[config.mk]
export PLATFORM = sky130hd
export DESIGN_NAME = frt_timer
export DESIGN_NICKNAME = d
export VERILOG_FILES = /design/src/logic/frt_pkg.sv /design/src/logic/frt_sync.sv /design/src/logic/frt_timer.sv
export VERILOG_INCLUDE_DIRS = /design/src /design/src/logic
export SDC_FILE = /design/constraint.sdc
export NUM_CORES = 1
export LEC_CHECK = 0
export BUFFER_PORTS_ARGS = -buffer_cell sky130_fd_sc_hd__buf_2
export CAP_MARGIN = 20
export CELL_PAD_IN_SITES_DETAIL_PLACEMENT = 1
export CELL_PAD_IN_SITES_GLOBAL_PLACEMENT = 1
export CORE_UTILIZATION = 35
export CTS_CLUSTER_DIAMETER = 200
export CTS_CLUSTER_SIZE = 24
export DETAILED_ROUTE_END_ITERATION = 8
export PLACE_DENSITY = 0.67
export SETUP_SLACK_MARGIN = 0.02
export SLEW_MARGIN = 20
export SYNTH_ARGS = -nofsm -noshare
export SYNTH_HDL_FRONTEND = slang
export SYNTH_SLANG_ARGS = --single-unit
[constraint.sdc]
create_clock -name clk_i -period 2.5 [get_ports clk_i]
set_input_delay 0.25 -clock clk_i [delete_from_list [all_inputs] [get_ports clk_i]]
set_output_delay 0.25 -clock clk_i [all_outputs]
set_load 0.005 [all_outputs]
[src/logic/frt_cfg.svh]
`ifndef FRT_CFG_SVH
`define FRT_CFG_SVH

// Register byte addresses on the bus, one aligned word each
`define FRT_OFS_CNT_HI 8'h00
`define FRT_OFS_CNT_LO 8'h04
`define FRT_OFS_ALT_HI 8'h08
`define FRT_OFS_ALT_LO 8'h0c
`define FRT_OFS_CAP1_HI 8'h10
`define FRT_OFS_CAP1_LO 8'h14
`define FRT_OFS_CAP2_HI 8'h18
`define FRT_OFS_CAP2_LO 8'h1c
`define FRT_OFS_CMP1_HI 8'h20
`define FRT_OFS_CMP1_LO 8'h24
`define FRT_OFS_CMP2_HI 8'h28
`define FRT_OFS_CMP2_LO 8'h2c
`define FRT_OFS_STATUS 8'h30
`define FRT_OFS_CTRL1 8'h34
`define FRT_OFS_CTRL2 8'h38

// timer_control_one fields
`define FRT_C1_OVF_IE 7
`define FRT_C1_CAP_IE 6
`define FRT_C1_CMP_IE 5
`define FRT_C1_CAP_EDGE1 4
`define FRT_C1_LVL2 1
`define FRT_C1_LVL1 0
`define FRT_C1_MASK 8'hf3

// timer_control_two fields
`define FRT_C2_PIN_EN1 7
`define FRT_C2_PIN_EN2 6
`define FRT_C2_OPM 5
`define FRT_C2_PWM 4
`define FRT_C2_CLK_HI 3
`define FRT_C2_CLK_LO 2
`define FRT_C2_CAP_EDGE2 1
`define FRT_C2_EXT_EDGE 0

// timer_status_reg fields
`define FRT_ST_CAP1 7
`define FRT_ST_CMP1 6
`define FRT_ST_OVF 5
`define FRT_ST_CAP2 4
`define FRT_ST_CMP2 3

// Reset and preset values
`define FRT_CNT_RESET 16'hfffc
`define FRT_CNT_PRESET 16'hfffc
`define FRT_CNT_TOP 16'hffff
`define FRT_CMP_RESET 16'h8000
`define FRT_CTRL_RESET 8'h00

// log2 of divider for clock select codes 10,01,00 (two bits each)
`define FRT_CLK_DIV_MAP 6'h36
`define FRT_CLK_EXT 2'h3

`endif

[src/logic/frt_pkg.sv]
`default_nettype none
package frt_pkg;

  typedef struct packed {
    logic ovf;
    logic [1:0] cap;
    logic [1:0] cmp;
  } frt_flags_t;

  typedef enum logic {
    FRT_SRC_PRESCALER,
    FRT_SRC_EXTERNAL
  } frt_src_t;

endpackage : frt_pkg
`default_nettype wire

[src/logic/frt_sync.sv]
`default_nettype none
module frt_sync (
  input wire logic clk_i,
  input wire logic rst_i,
  input wire logic ce_i,
  input wire logic pin_i,
  output logic rise_o,
  output logic fall_o
);

  logic s1;
  logic s2;
  logic s3;
  logic level;

  always_ff @(posedge clk_i) begin
    if (rst_i) begin
      s1 <= 1'b0;
      s2 <= 1'b0;
      s3 <= 1'b0;
    end else if (ce_i) begin
      s1 <= pin_i;
      s2 <= s1;
      s3 <= s2;
    end
  end

  // Accept a change only when stages two and three agree
  always_ff @(posedge clk_i) begin
    if (rst_i) begin
      level <= 1'b0;
      rise_o <= 1'b0;
      fall_o <= 1'b0;
    end else if (ce_i) begin
      if (s2 == s3 && s3 != level) begin
        level <= s3;
        rise_o <= s3;
        fall_o <= ~s3;
      end else begin
        rise_o <= 1'b0;
        fall_o <= 1'b0;
      end
    end
  end

endmodule : frt_sync
`default_nettype wire

[src/logic/frt_timer.sv]
// How it works
// RQ1: Counter counts up; wrap from ffff to 0000 sets overflow_flag.
// RQ2: Writing either counter low byte presets the counter to fffc.
// RQ3: Full sequence lasts 65536 ticks times the divider in processor clocks.
// RQ4: High byte read first latches low byte; buffer frozen until low read.
// RQ5: Low byte read outside a sequence returns the live low byte.
// RQ6: Overflow interrupts only with its enable set and global mask clear.
// RQ7: Overflow flag clears by status read then count low access.
// RQ8: Alternate low byte accesses never clear overflow_flag.
// RQ9: Counter runs in wait, stops in halt, reset reloads reset count.
// RQ10: Both select bits one pick the external clock; edge bit picks edge.
// RQ11: All counter updates are synchronous to the processor clock.
// RQ12: External clock must leave four processor clocks between edges.
// RQ13: Selected capture edge copies counter and sets the capture flag.
// RQ14: One capture enable serves both channels, gated by global mask.
// RQ15: Capture flag clears by status read then that low byte access.
// RQ16: Capture high read holds off new transfers until low read.
// RQ17: Capture register always ends with the most recent capture value.
// RQ18: In one-pulse or PWM mode only capture channel two works.
// RQ19: Capture pins always reach the timer; any transition captures. Here only the selected capture edge captures.
// RQ20: Compare values match counter; set flag, drive pin, interrupt.
// RQ21: Compare registers are software only and reset to 8000.
// RQ22: Internal timer clock is processor clock divided by 2, 4 or 8.
// RQ23: Divide by 2 matches counter equal; else counter equals compare plus one.
// RQ24: Clock select code to divider mapping is a parameter.
`include "frt_cfg.svh"
`default_nettype none
module frt_timer #(
  parameter logic [5:0] CLK_DIV_MAP = `FRT_CLK_DIV_MAP
) (
  input wire logic clk_i,
  input wire logic rst_i,
  input wire logic ce_i,
  input wire logic wb_cyc_i,
  input wire logic wb_stb_i,
  input wire logic wb_we_i,
  input wire logic [7:0] wb_adr_i,
  input wire logic [3:0] wb_sel_i,
  input wire logic [31:0] wb_dat_i,
  output logic [31:0] wb_dat_o,
  output logic wb_ack_o,
  input wire logic ext_timer_clock_pin_i,
  input wire logic [1:0] capture_in_pin_i,
  input wire logic global_irq_mask_i,
  input wire logic halt_i,
  output logic [1:0] compare_out_pin_o,
  output logic [1:0] compare_pin_sel_o,
  output logic irq_o
);

  function automatic logic hit(input logic [7:0] adr, input logic [7:0] ofs);
    return adr[7:2] == ofs[7:2];
  endfunction : hit

  function automatic logic [2:0] div_last(input logic [1:0] sel, input logic [5:0] map);
    logic [1:0] lg;
    logic [3:0] span;
    lg = map[{sel, 1'b0} +: 2];
    span = 4'h1 << lg;
    return 3'(span - 4'h1);
  endfunction : div_last

  logic [7:0] timer_control_one;
  logic [7:0] timer_control_two;
  logic [15:0] count;
  logic [2:0] presc;
  logic tick;
  logic [1:0] clk_sel;
  frt_pkg::frt_src_t src;
  logic [2:0] presc_last;
  logic div2_mode;
  logic ext_rise;
  logic ext_fall;
  logic ext_edge;
  wire logic [1:0] cap_rise;
  wire logic [1:0] cap_fall;
  logic [1:0] cap_edge_sel;
  logic [1:0] cap_evt;
  logic [1:0] cap_allow;
  logic [15:0] cap_val [2];
  logic [15:0] cap_shadow [2];
  logic [1:0] cap_hold;
  logic [1:0] cap_pend;
  logic [15:0] cmp_val [2];
  logic [1:0] cmp_inhibit;
  logic [1:0] cmp_match;
  logic [1:0] cmp_match_q;
  logic [1:0] cmp_evt;
  logic [1:0] cmp_lvl;
  frt_pkg::frt_flags_t flags;
  frt_pkg::frt_flags_t armed;
  frt_pkg::frt_flags_t set_ev;
  frt_pkg::frt_flags_t clr_ev;
  logic [7:0] cnt_buf;
  logic cnt_open;
  logic [7:0] alt_buf;
  logic alt_open;
  logic req;
  logic rd_go;
  logic wr_go;
  logic [7:0] adr;
  logic [7:0] rdata;
  logic [7:0] wdata;
  logic cnt_preset;
  logic [15:0] next_count;

  assign req = wb_cyc_i & wb_stb_i;
  assign adr = wb_adr_i;
  assign wdata = wb_dat_i[7:0];
  // Reads act when the request is taken so data and side effects agree;
  // writes act on the edge where the master samples the acknowledge.
  assign rd_go = req & ~wb_ack_o & ~wb_we_i;
  assign wr_go = req & wb_ack_o & wb_we_i & wb_sel_i[0];

  always_ff @(posedge clk_i) begin
    if (rst_i) begin
      wb_ack_o <= 1'b0;
    end else if (ce_i) begin
      wb_ack_o <= req & ~wb_ack_o;
    end
  end

  // Clock source and prescaler
  assign clk_sel = {timer_control_two[`FRT_C2_CLK_HI], timer_control_two[`FRT_C2_CLK_LO]};
  assign src = (clk_sel == `FRT_CLK_EXT) ? frt_pkg::FRT_SRC_EXTERNAL
                                          : frt_pkg::FRT_SRC_PRESCALER; // RQ10
  assign presc_last = div_last(clk_sel, CLK_DIV_MAP); // RQ22 RQ24
  assign div2_mode = (src == frt_pkg::FRT_SRC_PRESCALER) && (presc_last == 3'h1);

  frt_sync u_ext_sync (
    .clk_i(clk_i),
    .rst_i(rst_i),
    .ce_i(ce_i),
    .pin_i(ext_timer_clock_pin_i),
    .rise_o(ext_rise),
    .fall_o(ext_fall)
  );

  // Edges arriving faster than four processor clocks may be merged RQ12
  assign ext_edge = timer_control_two[`FRT_C2_EXT_EDGE] ? ext_rise : ext_fall; // RQ10

  always_comb begin
    tick = 1'b0;
    if (!halt_i) begin // RQ9
      unique case (src)
        frt_pkg::FRT_SRC_EXTERNAL: tick = ext_edge; // RQ11
        frt_pkg::FRT_SRC_PRESCALER: tick = (presc == presc_last); // RQ3
      endcase
    end
  end

  assign cnt_preset = wr_go & (hit(adr, `FRT_OFS_CNT_LO) | hit(adr, `FRT_OFS_ALT_LO)); // RQ2

  always_ff @(posedge clk_i) begin
    if (rst_i) begin
      presc <= 3'h0;
    end else if (ce_i) begin
      if (cnt_preset || src == frt_pkg::FRT_SRC_EXTERNAL) begin
        presc <= 3'h0;
      end else if (!halt_i) begin
        presc <= tick ? 3'h0 : presc + 3'h1; // RQ22
      end
    end
  end

  assign next_count = count + 16'h0001;

  always_ff @(posedge clk_i) begin
    if (rst_i) begin
      count <= `FRT_CNT_RESET; // RQ9
    end else if (ce_i) begin
      if (cnt_preset) begin
        count <= `FRT_CNT_PRESET; // RQ2
      end else if (tick) begin
        count <= next_count; // RQ1
      end
    end
  end

  // Coherent 16-bit reads of both counter views
  always_ff @(posedge clk_i) begin
    if (rst_i) begin
      cnt_buf <= 8'h00;
      cnt_open <= 1'b0;
      alt_buf <= 8'h00;
      alt_open <= 1'b0;
    end else if (ce_i && rd_go) begin
      if (hit(adr, `FRT_OFS_CNT_HI) && !cnt_open) begin
        cnt_buf <= count[7:0]; // RQ4
        cnt_open <= 1'b1;
      end
      if (hit(adr, `FRT_OFS_CNT_LO)) begin
        cnt_open <= 1'b0; // RQ5
      end
      if (hit(adr, `FRT_OFS_ALT_HI) && !alt_open) begin
        alt_buf <= count[7:0]; // RQ4
        alt_open <= 1'b1;
      end
      if (hit(adr, `FRT_OFS_ALT_LO)) begin
        alt_open <= 1'b0; // RQ5
      end
    end
  end

  // Control registers
  always_ff @(posedge clk_i) begin
    if (rst_i) begin
      timer_control_one <= `FRT_CTRL_RESET;
      timer_control_two <= `FRT_CTRL_RESET;
    end else if (ce_i && wr_go) begin
      if (hit(adr, `FRT_OFS_CTRL1)) begin
        timer_control_one <= wdata & `FRT_C1_MASK;
      end
      if (hit(adr, `FRT_OFS_CTRL2)) begin
        timer_control_two <= wdata;
      end
    end
  end

  // Input capture
  genvar gi;
  generate
    for (gi = 0; gi < 2; gi++) begin : g_cap
      frt_sync u_cap_sync (
        .clk_i(clk_i),
        .rst_i(rst_i),
        .ce_i(ce_i),
        .pin_i(capture_in_pin_i[gi]),
        .rise_o(cap_rise[gi]),
        .fall_o(cap_fall[gi])
      );
    end
  endgenerate

  // Pins are wired straight in, so an output-driven toggle also captures RQ19
  assign cap_evt = cap_allow & ((cap_edge_sel & cap_rise) | (~cap_edge_sel & cap_fall)); // RQ13

  assign cap_edge_sel = {timer_control_two[`FRT_C2_CAP_EDGE2],
                         timer_control_one[`FRT_C1_CAP_EDGE1]};
  assign cap_allow = {1'b1, ~(timer_control_two[`FRT_C2_OPM] |
                              timer_control_two[`FRT_C2_PWM])}; // RQ18

  // A held channel parks the newest value in a shadow, overwriting any earlier one
  always_ff @(posedge clk_i) begin
    if (rst_i) begin
      cap_hold <= 2'h0;
      cap_pend <= 2'h0;
      for (int i = 0; i < 2; i++) begin
        cap_val[i] <= 16'h0000;
        cap_shadow[i] <= 16'h0000;
      end
    end else if (ce_i) begin
      for (int i = 0; i < 2; i++) begin
        if (cap_evt[i]) begin
          if (cap_hold[i]) begin
            cap_shadow[i] <= count; // RQ17
            cap_pend[i] <= 1'b1;
          end else begin
            cap_val[i] <= count; // RQ13
            cap_pend[i] <= 1'b0;
          end
        end else if (!cap_hold[i] && cap_pend[i]) begin
          cap_val[i] <= cap_shadow[i]; // RQ17
          cap_pend[i] <= 1'b0;
        end
      end
      if (rd_go && hit(adr, `FRT_OFS_CAP1_HI)) cap_hold[0] <= 1'b1; // RQ16
      if (rd_go && hit(adr, `FRT_OFS_CAP1_LO)) cap_hold[0] <= 1'b0; // RQ16
      if (rd_go && hit(adr, `FRT_OFS_CAP2_HI)) cap_hold[1] <= 1'b1; // RQ16
      if (rd_go && hit(adr, `FRT_OFS_CAP2_LO)) cap_hold[1] <= 1'b0; // RQ16
    end
  end

  // Output compare registers; a high byte write inhibits matching until low
  always_ff @(posedge clk_i) begin
    if (rst_i) begin
      cmp_val[0] <= `FRT_CMP_RESET; // RQ21
      cmp_val[1] <= `FRT_CMP_RESET; // RQ21
      cmp_inhibit <= 2'h0;
    end else if (ce_i && wr_go) begin
      if (hit(adr, `FRT_OFS_CMP1_HI)) begin
        cmp_val[0][15:8] <= wdata;
        cmp_inhibit[0] <= 1'b1;
      end
      if (hit(adr, `FRT_OFS_CMP1_LO)) begin
        cmp_val[0][7:0] <= wdata;
        cmp_inhibit[0] <= 1'b0;
      end
      if (hit(adr, `FRT_OFS_CMP2_HI)) begin
        cmp_val[1][15:8] <= wdata;
        cmp_inhibit[1] <= 1'b1;
      end
      if (hit(adr, `FRT_OFS_CMP2_LO)) begin
        cmp_val[1][7:0] <= wdata;
        cmp_inhibit[1] <= 1'b0;
      end
    end
  end

  always_comb begin
    for (int i = 0; i < 2; i++) begin
      cmp_match[i] = ~cmp_inhibit[i] &
                     (count == (div2_mode ? cmp_val[i] : cmp_val[i] + 16'h0001)); // RQ23
    end
  end

  // Flag and pin act once on entry into the match window
  assign cmp_evt = cmp_match & ~cmp_match_q; // RQ20
  assign cmp_lvl = {timer_control_one[`FRT_C1_LVL2], timer_control_one[`FRT_C1_LVL1]};
  assign compare_pin_sel_o = {timer_control_two[`FRT_C2_PIN_EN2],
                              timer_control_two[`FRT_C2_PIN_EN1]};

  always_ff @(posedge clk_i) begin
    if (rst_i) begin
      cmp_match_q <= 2'h0;
      compare_out_pin_o <= 2'h0;
    end else if (ce_i) begin
      cmp_match_q <= cmp_match;
      for (int i = 0; i < 2; i++) begin
        if (cmp_evt[i] && compare_pin_sel_o[i]) begin
          compare_out_pin_o[i] <= cmp_lvl[i]; // RQ20
        end
      end
    end
  end

  // Status flags: set wins over the clear step
  always_comb begin
    set_ev.ovf = tick & (count == `FRT_CNT_TOP); // RQ1
    set_ev.cap = cap_evt; // RQ13
    set_ev.cmp = cmp_evt; // RQ20
    clr_ev.ovf = armed.ovf & (rd_go | wr_go) & hit(adr, `FRT_OFS_CNT_LO); // RQ7 RQ8
    clr_ev.cap[0] = armed.cap[0] & (rd_go | wr_go) & hit(adr, `FRT_OFS_CAP1_LO); // RQ15
    clr_ev.cap[1] = armed.cap[1] & (rd_go | wr_go) & hit(adr, `FRT_OFS_CAP2_LO); // RQ15
    clr_ev.cmp[0] = armed.cmp[0] & (rd_go | wr_go) & hit(adr, `FRT_OFS_CMP1_LO);
    clr_ev.cmp[1] = armed.cmp[1] & (rd_go | wr_go) & hit(adr, `FRT_OFS_CMP2_LO);
  end

  always_ff @(posedge clk_i) begin
    if (rst_i) begin
      flags <= '0;
    end else if (ce_i) begin
      flags <= set_ev | (flags & ~clr_ev); // RQ7 RQ15
    end
  end

  always_ff @(posedge clk_i) begin
    if (rst_i) begin
      armed <= '0;
    end else if (ce_i) begin
      if (rd_go && hit(adr, `FRT_OFS_STATUS)) begin
        armed <= flags; // RQ7 RQ15
      end else begin
        armed <= armed & ~clr_ev;
      end
    end
  end

  // A flag stays pending until its enable is set and the mask is clear
  always_ff @(posedge clk_i) begin
    if (rst_i) begin
      irq_o <= 1'b0;
    end else if (ce_i) begin
      irq_o <= ~global_irq_mask_i &
               ((flags.ovf & timer_control_one[`FRT_C1_OVF_IE]) | // RQ6
                ((|flags.cap) & timer_control_one[`FRT_C1_CAP_IE]) | // RQ14
                ((|flags.cmp) & timer_control_one[`FRT_C1_CMP_IE])); // RQ20
    end
  end

  // Read data
  always_comb begin
    rdata = 8'h00;
    unique case ({adr[7:2], 2'b00})
      `FRT_OFS_CNT_HI: rdata = count[15:8];
      `FRT_OFS_CNT_LO: rdata = cnt_open ? cnt_buf : count[7:0]; // RQ4 RQ5
      `FRT_OFS_ALT_HI: rdata = count[15:8];
      `FRT_OFS_ALT_LO: rdata = alt_open ? alt_buf : count[7:0]; // RQ4 RQ5
      `FRT_OFS_CAP1_HI: rdata = cap_val[0][15:8];
      `FRT_OFS_CAP1_LO: rdata = cap_val[0][7:0];
      `FRT_OFS_CAP2_HI: rdata = cap_val[1][15:8];
      `FRT_OFS_CAP2_LO: rdata = cap_val[1][7:0];
      `FRT_OFS_CMP1_HI: rdata = cmp_val[0][15:8];
      `FRT_OFS_CMP1_LO: rdata = cmp_val[0][7:0];
      `FRT_OFS_CMP2_HI: rdata = cmp_val[1][15:8];
      `FRT_OFS_CMP2_LO: rdata = cmp_val[1][7:0];
      `FRT_OFS_STATUS: begin
        rdata[`FRT_ST_CAP1] = flags.cap[0];
        rdata[`FRT_ST_CMP1] = flags.cmp[0];
        rdata[`FRT_ST_OVF] = flags.ovf;
        rdata[`FRT_ST_CAP2] = flags.cap[1];
        rdata[`FRT_ST_CMP2] = flags.cmp[1];
      end
      `FRT_OFS_CTRL1: rdata = timer_control_one;
      `FRT_OFS_CTRL2: rdata = timer_control_two;
      default: rdata = 8'h00;
    endcase
  end

  always_ff @(posedge clk_i) begin
    if (rst_i) begin
      wb_dat_o <= 32'h00000000;
    end else if (ce_i && req && !wb_ack_o) begin
      wb_dat_o <= {24'h000000, rdata};
    end
  end

endmodule : frt_timer
`default_nettype wire

==> results of run 1 <==
Yosys cell counts (all sizes together), types with 4 or more instances:
cell     count  area [um^2]
xnor2       31          272
nor2        93          352
a222oi       7         70.1
nand2      129          484
nand4       15          109
and2        45          282
or2          5         31.3
or3          4         25.0
nor4        17          131
mux2i       64          641
nor4b        5         58.8
nor3        18         95.1
dfxtp       99         1980
a21oi       58          290
nand2b      14         87.6
edfxtp      96         2880
clkbuf      56          210
xor2        30          263
nor2b        8         52.6
nand3       28          140
o2111ai      6         52.6
and3         8         50.1
buf         38          260
mux2         8         90.1
a221o        4         40.0
a31oi        8         50.1
inv         10         37.5
o21ai       34          170
a21o        10         75.1
ha           4         50.1
a221oi       7         61.3
and4         4         35.0
o31ai        5         37.5
a22oi       16          120
a31o         4         35.0
nand4b       5         43.8
or4          6         45.0
layout by cell type, fill, tap and decap left out, types with 18 or more instances in the layout:
master     synthesis  routed
nand2_1          129     128
buf_4             26     112
dfxtp_1           99      97
edfxtp_1          96      96
nor2_1            92      92
mux2i_1           64      64
a21oi_1           58      57
and2_1            45      44
buf_2              4      38
o21ai_0           33      32
xor2_1            30      30
xnor2_1           31      30
nand3_1           28      28
conb_1             1      24
clkbuf_16          0      18
critical path, stage by stage, from the launching register on:
cell and delay (ns):
edfxtp_1 0.45, buf_6 0.13, nand4_4 0.12, o31a_1 0.25, or4b_1 0.49, o311ai_2 0.11
buf_4 0.17, nand2_1 0.04, or4_1 0.48, a21oi_1 0.14
layout make-up:
class,count,area [um^2]
repair buffers,156,1140
well taps,378,473
multi-input cells,771,4950
inverters,10,37.5
clock inverters,13,134
flip-flops and latches,195,4870
fillers,3239,16000
clock buffers,19,464
state kept, by name, summed over array words and instances, names as in the netlist, 3 cells and up:
| signal | flops |
|---|---|
| cmp_val | 32 |
| count | 16 |
| armed | 5 |
| cap_val | 32 |
| flags | 5 |
| cnt_buf | 8 |
| wb_dat_o | 8 |
| presc | 3 |
| timer_control_two | 8 |
| cap_shadow | 32 |
| alt_buf | 8 |
| timer_control_one | 6 |
kinds of logic (layout without fill, tap and decap cells):
logic type               after synthesis  in the layout  share of synthesized area [%]
AND/OR/NAND/NOR                      412            413                           20.7
AO/OA/AOI/OAI                        196            196                           13.0
flip-flops                           195            195                           48.1
buffers and inverters                104            198                           5.02
multiplexers                          73             73                           7.44
XOR/XNOR                              61             61                           5.28
adder cells (fa/ha/maj)                4              4                          0.494
other                                  1             24                         0.0370
path summary, 6_finish.rpt:
| path | startpoint | slack [ns] | cells after the start | endpoint |
|---|---|---|---|---|
| max reg2reg | cmp_val[1][0] | 0.05 | 9 | cmp_match_q[1] |
| max | cmp_val[1][0] | 0.05 | 9 | cmp_match_q[1] |
| min | capture_in_pin_i[0] | 0.04 | 3 | g_cap[0].u_cap_sync.s1 |
| min reg2reg | cnt_buf[2] | 0.46 | 2 | cnt_buf[2] |
power groups by stage:
stage	clock [mW]	sequential, mW	combinational [mW]
final	2.82	3.44	0.383
after global routing	2.94	3.45	0.411
after CTS	2.85	3.45	0.373
after detailed placement	0	3.52	0.368
after global placement	0	3.52	0.360
after floorplan	0	3.50	0.226
layer usage:
metal	share of wire (%)	up-vias	track usage [%]
met3	5.3	56	3.18
met5	0	-	0
li1	-	3939	-
met4	2.4	0	7.27
met1	44	4409	32.5
met2	48	273	41.2
timing repair:
action	CTS	global route
hold buffers	0	0
gates cloned	0	1
buffers inserted	3	5
pin swaps	0	8
setup endpoints to repair	4	8
resized for setup	5	22
==> impl_metrics.py, run 1 <==
metrics = {
    "grt": {
        "antenna_found_initial": 1,
        "grt_pass1_vias": 8726,
        "grt-ovfl-total": 0,
        "grt_pass1_wl_mm": 53.1,
        "grtUsageTotal_pct": 24.4,
        "grt_max_degree": 49,
    },
    "logic_synthesis": {
        "synth_edf_count": 96,
        "seq_area_frac_synth_pct": 48.1,
        "ys_types": 75,
        "synth_area_um2": 10100,
        "ys.flop_type": "dfxtp_1",
        "async_flop_share_pct": 0,
        "syn_inst": 1046,
        "avgSynthCellArea_um2": 9.68,
        "yosys_warnings": 0,
        "synth_seq_cells": 195,
    },
    "floorplanning": {
        "num_io_pins": 93,
        "core_um2": 28100,
        "initial_core_util_pct": 36.0,
        "die_area_um2": 29600,
        "die_h_um": 172,
        "rows": 61,
        "die_x_um": 172,
    },
    "clock_network": {
        "cts_sinks": 195,
        "root_buffer": "clkbuf_16",
        "clkSlewWorstSetupHoldPaths_ns": 0.08,
        "clock_latency_ns": 0.45,
        "clockBufferDepth": 2,
        "cts_tree": "yes",
        "cts_made_buffers": 17,
        "cts.htree.levels": 4,
    },
    "layout": {
        "design_area_um2": 12100,
        "finalNetCount": 1210,
        "fin_cells": 1542,
        "drive_gt1_share_pct": 20.5,
        "n_antenna_cell": 0,
        "final_util_pct": 43.0,
        "area_growth_pct": 19.3,
    },
    "worst_setup_path": {
        "path_class": "register to register",
        "required_ns": 2.88,
        "critPathMaxFanout": 4,
        "critPathLaunchType": "register",
        "cp.arrival_ns": 2.83,
        "end_kind": "register",
    },
    "sta": {
        "fin_hold_ws_ns": 0.0427,
        "skew_ns": 0.0140,
        "rsz0062_at_grt": "yes",
        "hold_viol_final": 0,
        "max-slew-margin-rel_pct": 47.1,
        "setup_ws_ns": 0.0493,
        "setup_viol": 0,
        "fmax_mhz": 408,
        "fin_crit_ns": 2.45,
        "tightestPinTransition_ns": 0.794,
        "setup_tns_ns": 0,
        "layout_worst_path_cycle_share_pct": 98.0,
        "drv_slew": 0,
    },
    "route": {
        "drt_iter0_drc": 704,
        "antenna_left": 0,
        "drt-pass1-iter-count": 5,
        "wl_mm": 35.5,
        "wire_per_inst_um": 23.0,
        "drc_errors": 0,
        "vias": 8677,
        "via_per_inst": 5.63,
    },
    "power": {
        "p_clk_share_pct": 42.5,
        "p_total_mw": 6.65,
        "seqPwrFrac_pct": 51.8,
        "switchingPower_mw": 1.70,
        "switching_share_pct": 25.6,
        "p_leak_nw": 4.46,
        "p_per_area_nw_per_um2": 551,
        "p_int_mw": 4.95,
        "ir_drop_uv": 404,
        "comb_power_share_pct": 5.8,
    },
    "place": {
        "gp_congestion": 0.955,
        "post-place-cells": 1501,
        "dp_hpwl_mm": 26.5,
        "pre_cts_ws_ns": -0.0793,
        "port_buffers": 39,
        "postPlaceCellArea_um2": 11300,
    },
    "min_path": {
        "min_path_type": "input port to register",
    },
    "status": {
        "status": "completed",
    },
    "run": {
        "drv_cap": 0,
    },
}
(Power assumes the default switching activity.)
==> run 2: changes to the inputs <==
Settings changed: RECOVER_POWER set to 50.
==> run 2 against run 1 <==
Compared with the run above:
- sequential cell count unchanged
- critical endpoint is now cmp_val[0][4]
- first-iteration DRC count fell by 9.7%
- largest cell class unchanged
- sequential power is essentially flat
- largest power group unchanged
==> impl_metrics.py, run 2 (same netlist as run 1, synthesis figures left out) <==
metrics = {
    "clock_network": {
        "cts_sinks": 195,
        "clockBufferDepth": 2,
        "clock_latency_ns": 0.45,
        "clkSlewWorstSetupHoldPaths_ns": 0.08,
        "cts_made_buffers": 17,
        "root_buffer": "clkbuf_16",
        "cts_tree": "yes",
        "cts.htree.levels": 4,
    },
    "route": {
        "drt-pass1-iter-count": 5,
        "wl_mm": 35.5,
        "wire_per_inst_um": 23.0,
        "drc_errors": 0,
        "via_per_inst": 5.59,
        "vias": 8615,
        "drt_iter0_drc": 636,
        "antenna_left": 0,
    },
    "place": {
        "postPlaceCellArea_um2": 11300,
        "pre_cts_ws_ns": -0.0793,
        "post-place-cells": 1501,
        "port_buffers": 39,
        "gp_congestion": 0.955,
        "dp_hpwl_mm": 26.5,
    },
    "power": {
        "p_per_area_nw_per_um2": 554,
        "comb_power_share_pct": 5.7,
        "p_clk_share_pct": 42.5,
        "switchingPower_mw": 1.70,
        "p_int_mw": 4.94,
        "p_leak_nw": 4.34,
        "switching_share_pct": 25.6,
        "seqPwrFrac_pct": 51.9,
        "ir_drop_uv": 403,
    },
    "layout": {
        "design_area_um2": 12000,
        "area_growth_pct": 18.5,
        "drive_gt1_share_pct": 18.6,
        "reg_top3": "cap_shadow (32), cap_val (32), cmp_val (32)",
        "final_common_cell": "nand2_1",
        "layout_common_cells": "nand2_1 (128), buf_4 (102), dfxtp_1 (97), edfxtp_1 (96), nor2_1 (93)",
        "multiInputGateArea_um2": 4950,
        "finalNetCount": 1210,
        "n_fill_cell": 3255,
        "regArea_um2": 4870,
        "fin_cells": 1542,
        "n_antenna_cell": 0,
    },
    "worst_setup_path": {
        "end_kind": "register",
        "r2r_slack_ns": 0.05,
        "worstReg2RegEnd": "cmp_match_q[1]",
        "path_cells": "clkbuf_2 -> or4b_2 -> nor2_1 -> clkbuf_1 -> clkbuf_1 -> a21o_1 -> clkbuf_2",
        "critPathMaxStageDelay_ns": 0.85,
        "critPathLaunchType": "input port",
        "cp.arrival_ns": 2.58,
        "path_class": "input port to register",
        "r2r_cells": 9,
        "reg2reg_from": "cmp_val[1][0]",
        "critPathSlowestCell": "or4b_2",
        "required_ns": 2.62,
        "critPathMaxFanout": 9,
    },
    "grt": {
        "grt-ovfl-total": 0,
        "grt_max_degree": 49,
        "antenna_found_initial": 1,
        "grt_pass1_wl_mm": 53.1,
        "grtUsageTotal_pct": 24.4,
        "grt_pass1_vias": 8726,
    },
    "sta": {
        "hold_viol_final": 0,
        "fin_crit_ns": 2.46,
        "fmax_mhz": 407,
        "rsz0062_at_grt": "yes",
        "setup_ws_ns": 0.0404,
        "max-slew-margin-rel_pct": 35.7,
        "setup_viol": 0,
        "setup_tns_ns": 0,
        "skew_ns": 0.0136,
        "drv_slew": 0,
        "layout_worst_path_cycle_share_pct": 98.4,
        "tightestPinTransition_ns": 0.964,
    },
    "floorplanning": {
        "rows": 61,
        "die_h_um": 172,
        "num_io_pins": 93,
        "initial_core_util_pct": 36.0,
        "core_um2": 28100,
        "die_area_um2": 29600,
        "die_x_um": 172,
    },
    "min_path": {
        "hp-start": "capture_in_pin_i[0]",
        "min_path_type": "input port to register",
        "holdPathStages": 3,
        "min_to": "g_cap[0].u_cap_sync.s1",
    },
    "run": {
        "drv_cap": 0,
    },
    "status": {
        "status": "completed",
    },
}
run 2: area by class of cell:
| cell class | count | area share, % |
|---|---|---|
| Sequential cell | 195 | 40.6 |
| Tap cell | 378 | 3.94 |
| Inverter | 10 | 0.313 |
| Multi-Input combinational cell | 771 | 41.3 |
| Clock buffer | 19 | 3.87 |
| Timing Repair Buffer | 156 | 8.86 |
| Clock inverter | 13 | 1.12 |
run 2: routing by layer:
layer | share of wire [%] | wire length (um) | up-vias | track usage (%)
met4 | 2.2 | 783 | 0 | 7.27
met5 | 0 | 0 | - | 0
met1 | 45 | 15900 | 4390 | 32.5
met2 | 48 | 17100 | 228 | 41.2
li1 | - | - | 3947 | -
met3 | 4.7 | 1660 | 50 | 3.18
run 2: worst max-delay path by stage:
stage | to | startpoint | slack [ns]
2_1_floorplan | compare_out_pin_o[0] | cmp_val[0][0] | 0.11
3_3_place_gp | cmp_match_q[1] | cmp_val[1][1] | 0.03
3_5_place_dp | compare_out_pin_o[0] | timer_control_two[2] | -0.08
4_1_cts | compare_out_pin_o[0] | cmp_val[0][1] | 0.01
5_1_grt | cmp_match_q[1] | cmp_val[1][1] | -0.04
6_report | cmp_val[0][4] | wb_adr_i[4] | 0.04
run 2: power by group through the flow:
stage	registers (mW)	clock network (mW)	logic [mW]
3_5_place_dp	3.52	0	0.368
2_1_floorplan	3.50	0	0.226
5_1_grt	3.45	2.94	0.403
4_1_cts	3.45	2.85	0.373
6_report	3.44	2.82	0.375
3_3_place_gp	3.52	0	0.360
run 2: timing repair:
| action | CTS | global route |
|---|---|---|
| hold buffers | 0 | 0 |
| gates resized for setup | 5 | 22 |
| pin swaps | 0 | 8 |
| buffers inserted | 3 | 5 |
| endpoints found under the setup margin | 4 | 8 |
| cloned | 0 | 1 |
run 2: worst max-delay path: cells and delay by family:
family	cells	cell delay, ns
compound gates	1	0.19
buf+inv	4	1.05
simple gates	2	1.09
run 2: per-stage QoR:
stage	power (mW)	hold slack (ns)	util, %
6_report	6.64	0.0434	42.7
5_1_grt	6.80	0.0644	42.7
4_1_cts	6.66	0.0390	42.5
3_5_place_dp	3.89	0.447	40.2
3_3_place_gp	3.88	0.438	40.2
2_1_floorplan	3.73	0.386	-
==> run 3: changes to the inputs <==
Settings changed: CORE_UTILIZATION 35 to 42, PLACE_DENSITY 0.67 to 0.78.
Clock period 2.5 ns to 2.1 ns, I/O delays scaled along.
==> run 3 against run 2 <==
Compared with the run above:
- the flow now finishes with violations (setup timing)
- routed wire length grew 7.5%
- count of clock-buffer cells in the layout did not move
- clock power grew 20%
- combinational power is 47% higher
- highest routed layer unchanged
==> impl_metrics.py, run 3 (same netlist as run 1, synthesis figures left out) <==
metrics = {
    "worst_setup_path": {
        "startpoint": "cmp_val[1][1]",
        "path_cells": "buf_4 -> and2_4 -> and4_1 -> or4_1 -> a22oi_2 -> nand2_1 -> or4_1 -> a21oi_1",
        "cp_common_cell": "or4_1",
        "required_ns": 2.49,
        "path_class": "register to register",
        "worstSetupPathDepth": 8,
        "r2r_cells": 8,
        "path_buf_inv": 1,
        "critPathMaxStageDelay_ns": 0.51,
        "critPathMaxFanout": 3,
        "cp_top_family": "simple AND/OR/NAND/NOR gates",
        "critPathSlowestCell": "or4_1",
        "reg2reg_from": "cmp_val[1][1]",
        "critPathLaunchType": "register",
        "end_kind": "register",
        "cp.arrival_ns": 2.84,
    },
    "sta": {
        "layout_worst_path_cycle_share_pct": 116,
        "fmax_mhz": 409,
        "drv_slew": 0,
        "rsz0062_at_grt": "yes",
        "skew_ns": 0.0219,
        "setup_ws_ns": -0.343,
        "setup_viol": 6,
        "tightestPinTransition_ns": 0.756,
        "fin_hold_ws_ns": 0.0111,
        "hold_viol_final": 0,
        "fin_crit_ns": 2.44,
        "max-slew-margin-rel_pct": 49.6,
    },
    "route": {
        "antenna_left": 0,
        "drc_errors": 0,
        "drt-pass1-iter-count": 5,
        "vias": 9287,
        "drt_iter0_drc": 840,
        "wl_mm": 38.2,
        "via_per_inst": 5.89,
        "wire_per_inst_um": 24.2,
    },
    "grt": {
        "grtUsageTotal_pct": 31.9,
        "grt_max_degree": 43,
        "grt_pass1_wl_mm": 57.4,
        "grt_pass1_vias": 9499,
        "antenna_found_initial": 0,
        "grt-ovfl-total": 0,
    },
    "floorplanning": {
        "initial_core_util_pct": 43.0,
        "die_x_um": 157,
        "die_area_um2": 24700,
        "die_h_um": 157,
        "num_io_pins": 93,
        "core_um2": 23500,
        "rows": 56,
    },
    "clock_network": {
        "root_buffer": "clkbuf_16",
        "clockBufferDepth": 2,
        "cts_sinks": 195,
        "cts.htree.levels": 4,
        "cts_tree": "yes",
        "cts_made_buffers": 17,
        "clkSlewWorstSetupHoldPaths_ns": 0.09,
        "clock_latency_ns": 0.46,
    },
    "layout": {
        "reg_top3": "cap_shadow (32), cap_val (32), cmp_val (32)",
        "layout_common_cells": "buf_4 (193), nand2_1 (126), edfxtp_1 (96), dfxtp_1 (93), nor2_1 (90)",
        "n_fill_cell": 2668,
        "finalNetCount": 1303,
        "final_common_cell": "buf_4",
        "n_antenna_cell": 0,
        "area_growth_pct": 28.2,
        "drive_gt1_share_pct": 27.9,
    },
    "place": {
        "port_buffers": 39,
        "gp_congestion": 0.956,
        "dp_hpwl_mm": 27.9,
        "pre_cts_ws_ns": -0.327,
    },
    "min_path": {
        "holdPathStages": 3,
        "min_path_type": "input port to register",
        "hp-start": "ext_timer_clock_pin_i",
    },
    "power": {
        "ir_drop_uv": 668,
        "p_leak_nw": 5.03,
        "p_per_area_nw_per_um2": 619,
    },
    "run": {
        "drv_cap": 0,
    },
    "status": {
        "violations": "setup timing",
        "status": "finished with violations",
    },
}
==> run 3: area by class of cell <==
class | instances | area (um^2) | area share [%]
Timing Repair Buffer | 250 | 1960 | 15.1
Clock buffer | 19 | 453 | 3.49
Sequential cell | 195 | 4880 | 37.6
Tap cell | 319 | 399 | 3.08
Clock inverter | 13 | 141 | 1.09
Multi-Input combinational cell | 770 | 5100 | 39.3
Inverter | 10 | 37.5 | 0.289
==> run 3: worst register-to-register path: cells and delay by family, from the launching register on <==
family	cells	cell delay (ns)
AOI/OAI and AO/OA	2	0.42
DFF	1	0.44
and+or+nand+nor	5	1.39
buffers and inverters	1	0.17
==> run 3: timing repair <==
action	CTS	global route
hold buffers	2	0
gates cloned	1	0
pin swaps	5	9
resized for setup	24	19
setup endpoints to repair	31	24
hold endpoints to repair	2	0
setup buffers	12	1
==> run 3: power by group <==
part	switching, mW	total (mW)	internal, mW
combinational	0.326	0.553	0.228
clock	1.64	3.39	1.75
sequential	0.0538	4.10	4.04
==> run 3: layer usage <==
layer | wire, um | vias to the layer above | global-route usage (%)
li1 | - | 4137 | -
met1 | 15700 | 4740 | 40.1
met2 | 19100 | 326 | 54.8
met3 | 1960 | 84 | 4.05
met4 | 1420 | 0 | 13.9
met5 | 0 | - | 0
==> run 3: path summary, 6_finish.rpt <==
kind,end,slack [ns]
min,u_ext_sync.s1,0.01
max reg2reg,cmp_match_q[1],-0.34
min reg2reg,cnt_buf[0],0.46
max,cmp_match_q[1],-0.34
==> run 3: stage by stage <==
stage,instance area (um^2),setup TNS [ns],power (mW),util (%),instances
detailed placement,12100,-5.28,4.70,51.2,1528
global route,13000,-2.16,8.21,55.1,1576
global placement,12100,-2.48,4.68,51.2,1528
floorplan,10300,-0.148,4.44,-,1069
CTS,12900,-1.07,8.04,54.9,1575
finish,13000,-1.54,8.04,55.1,1576
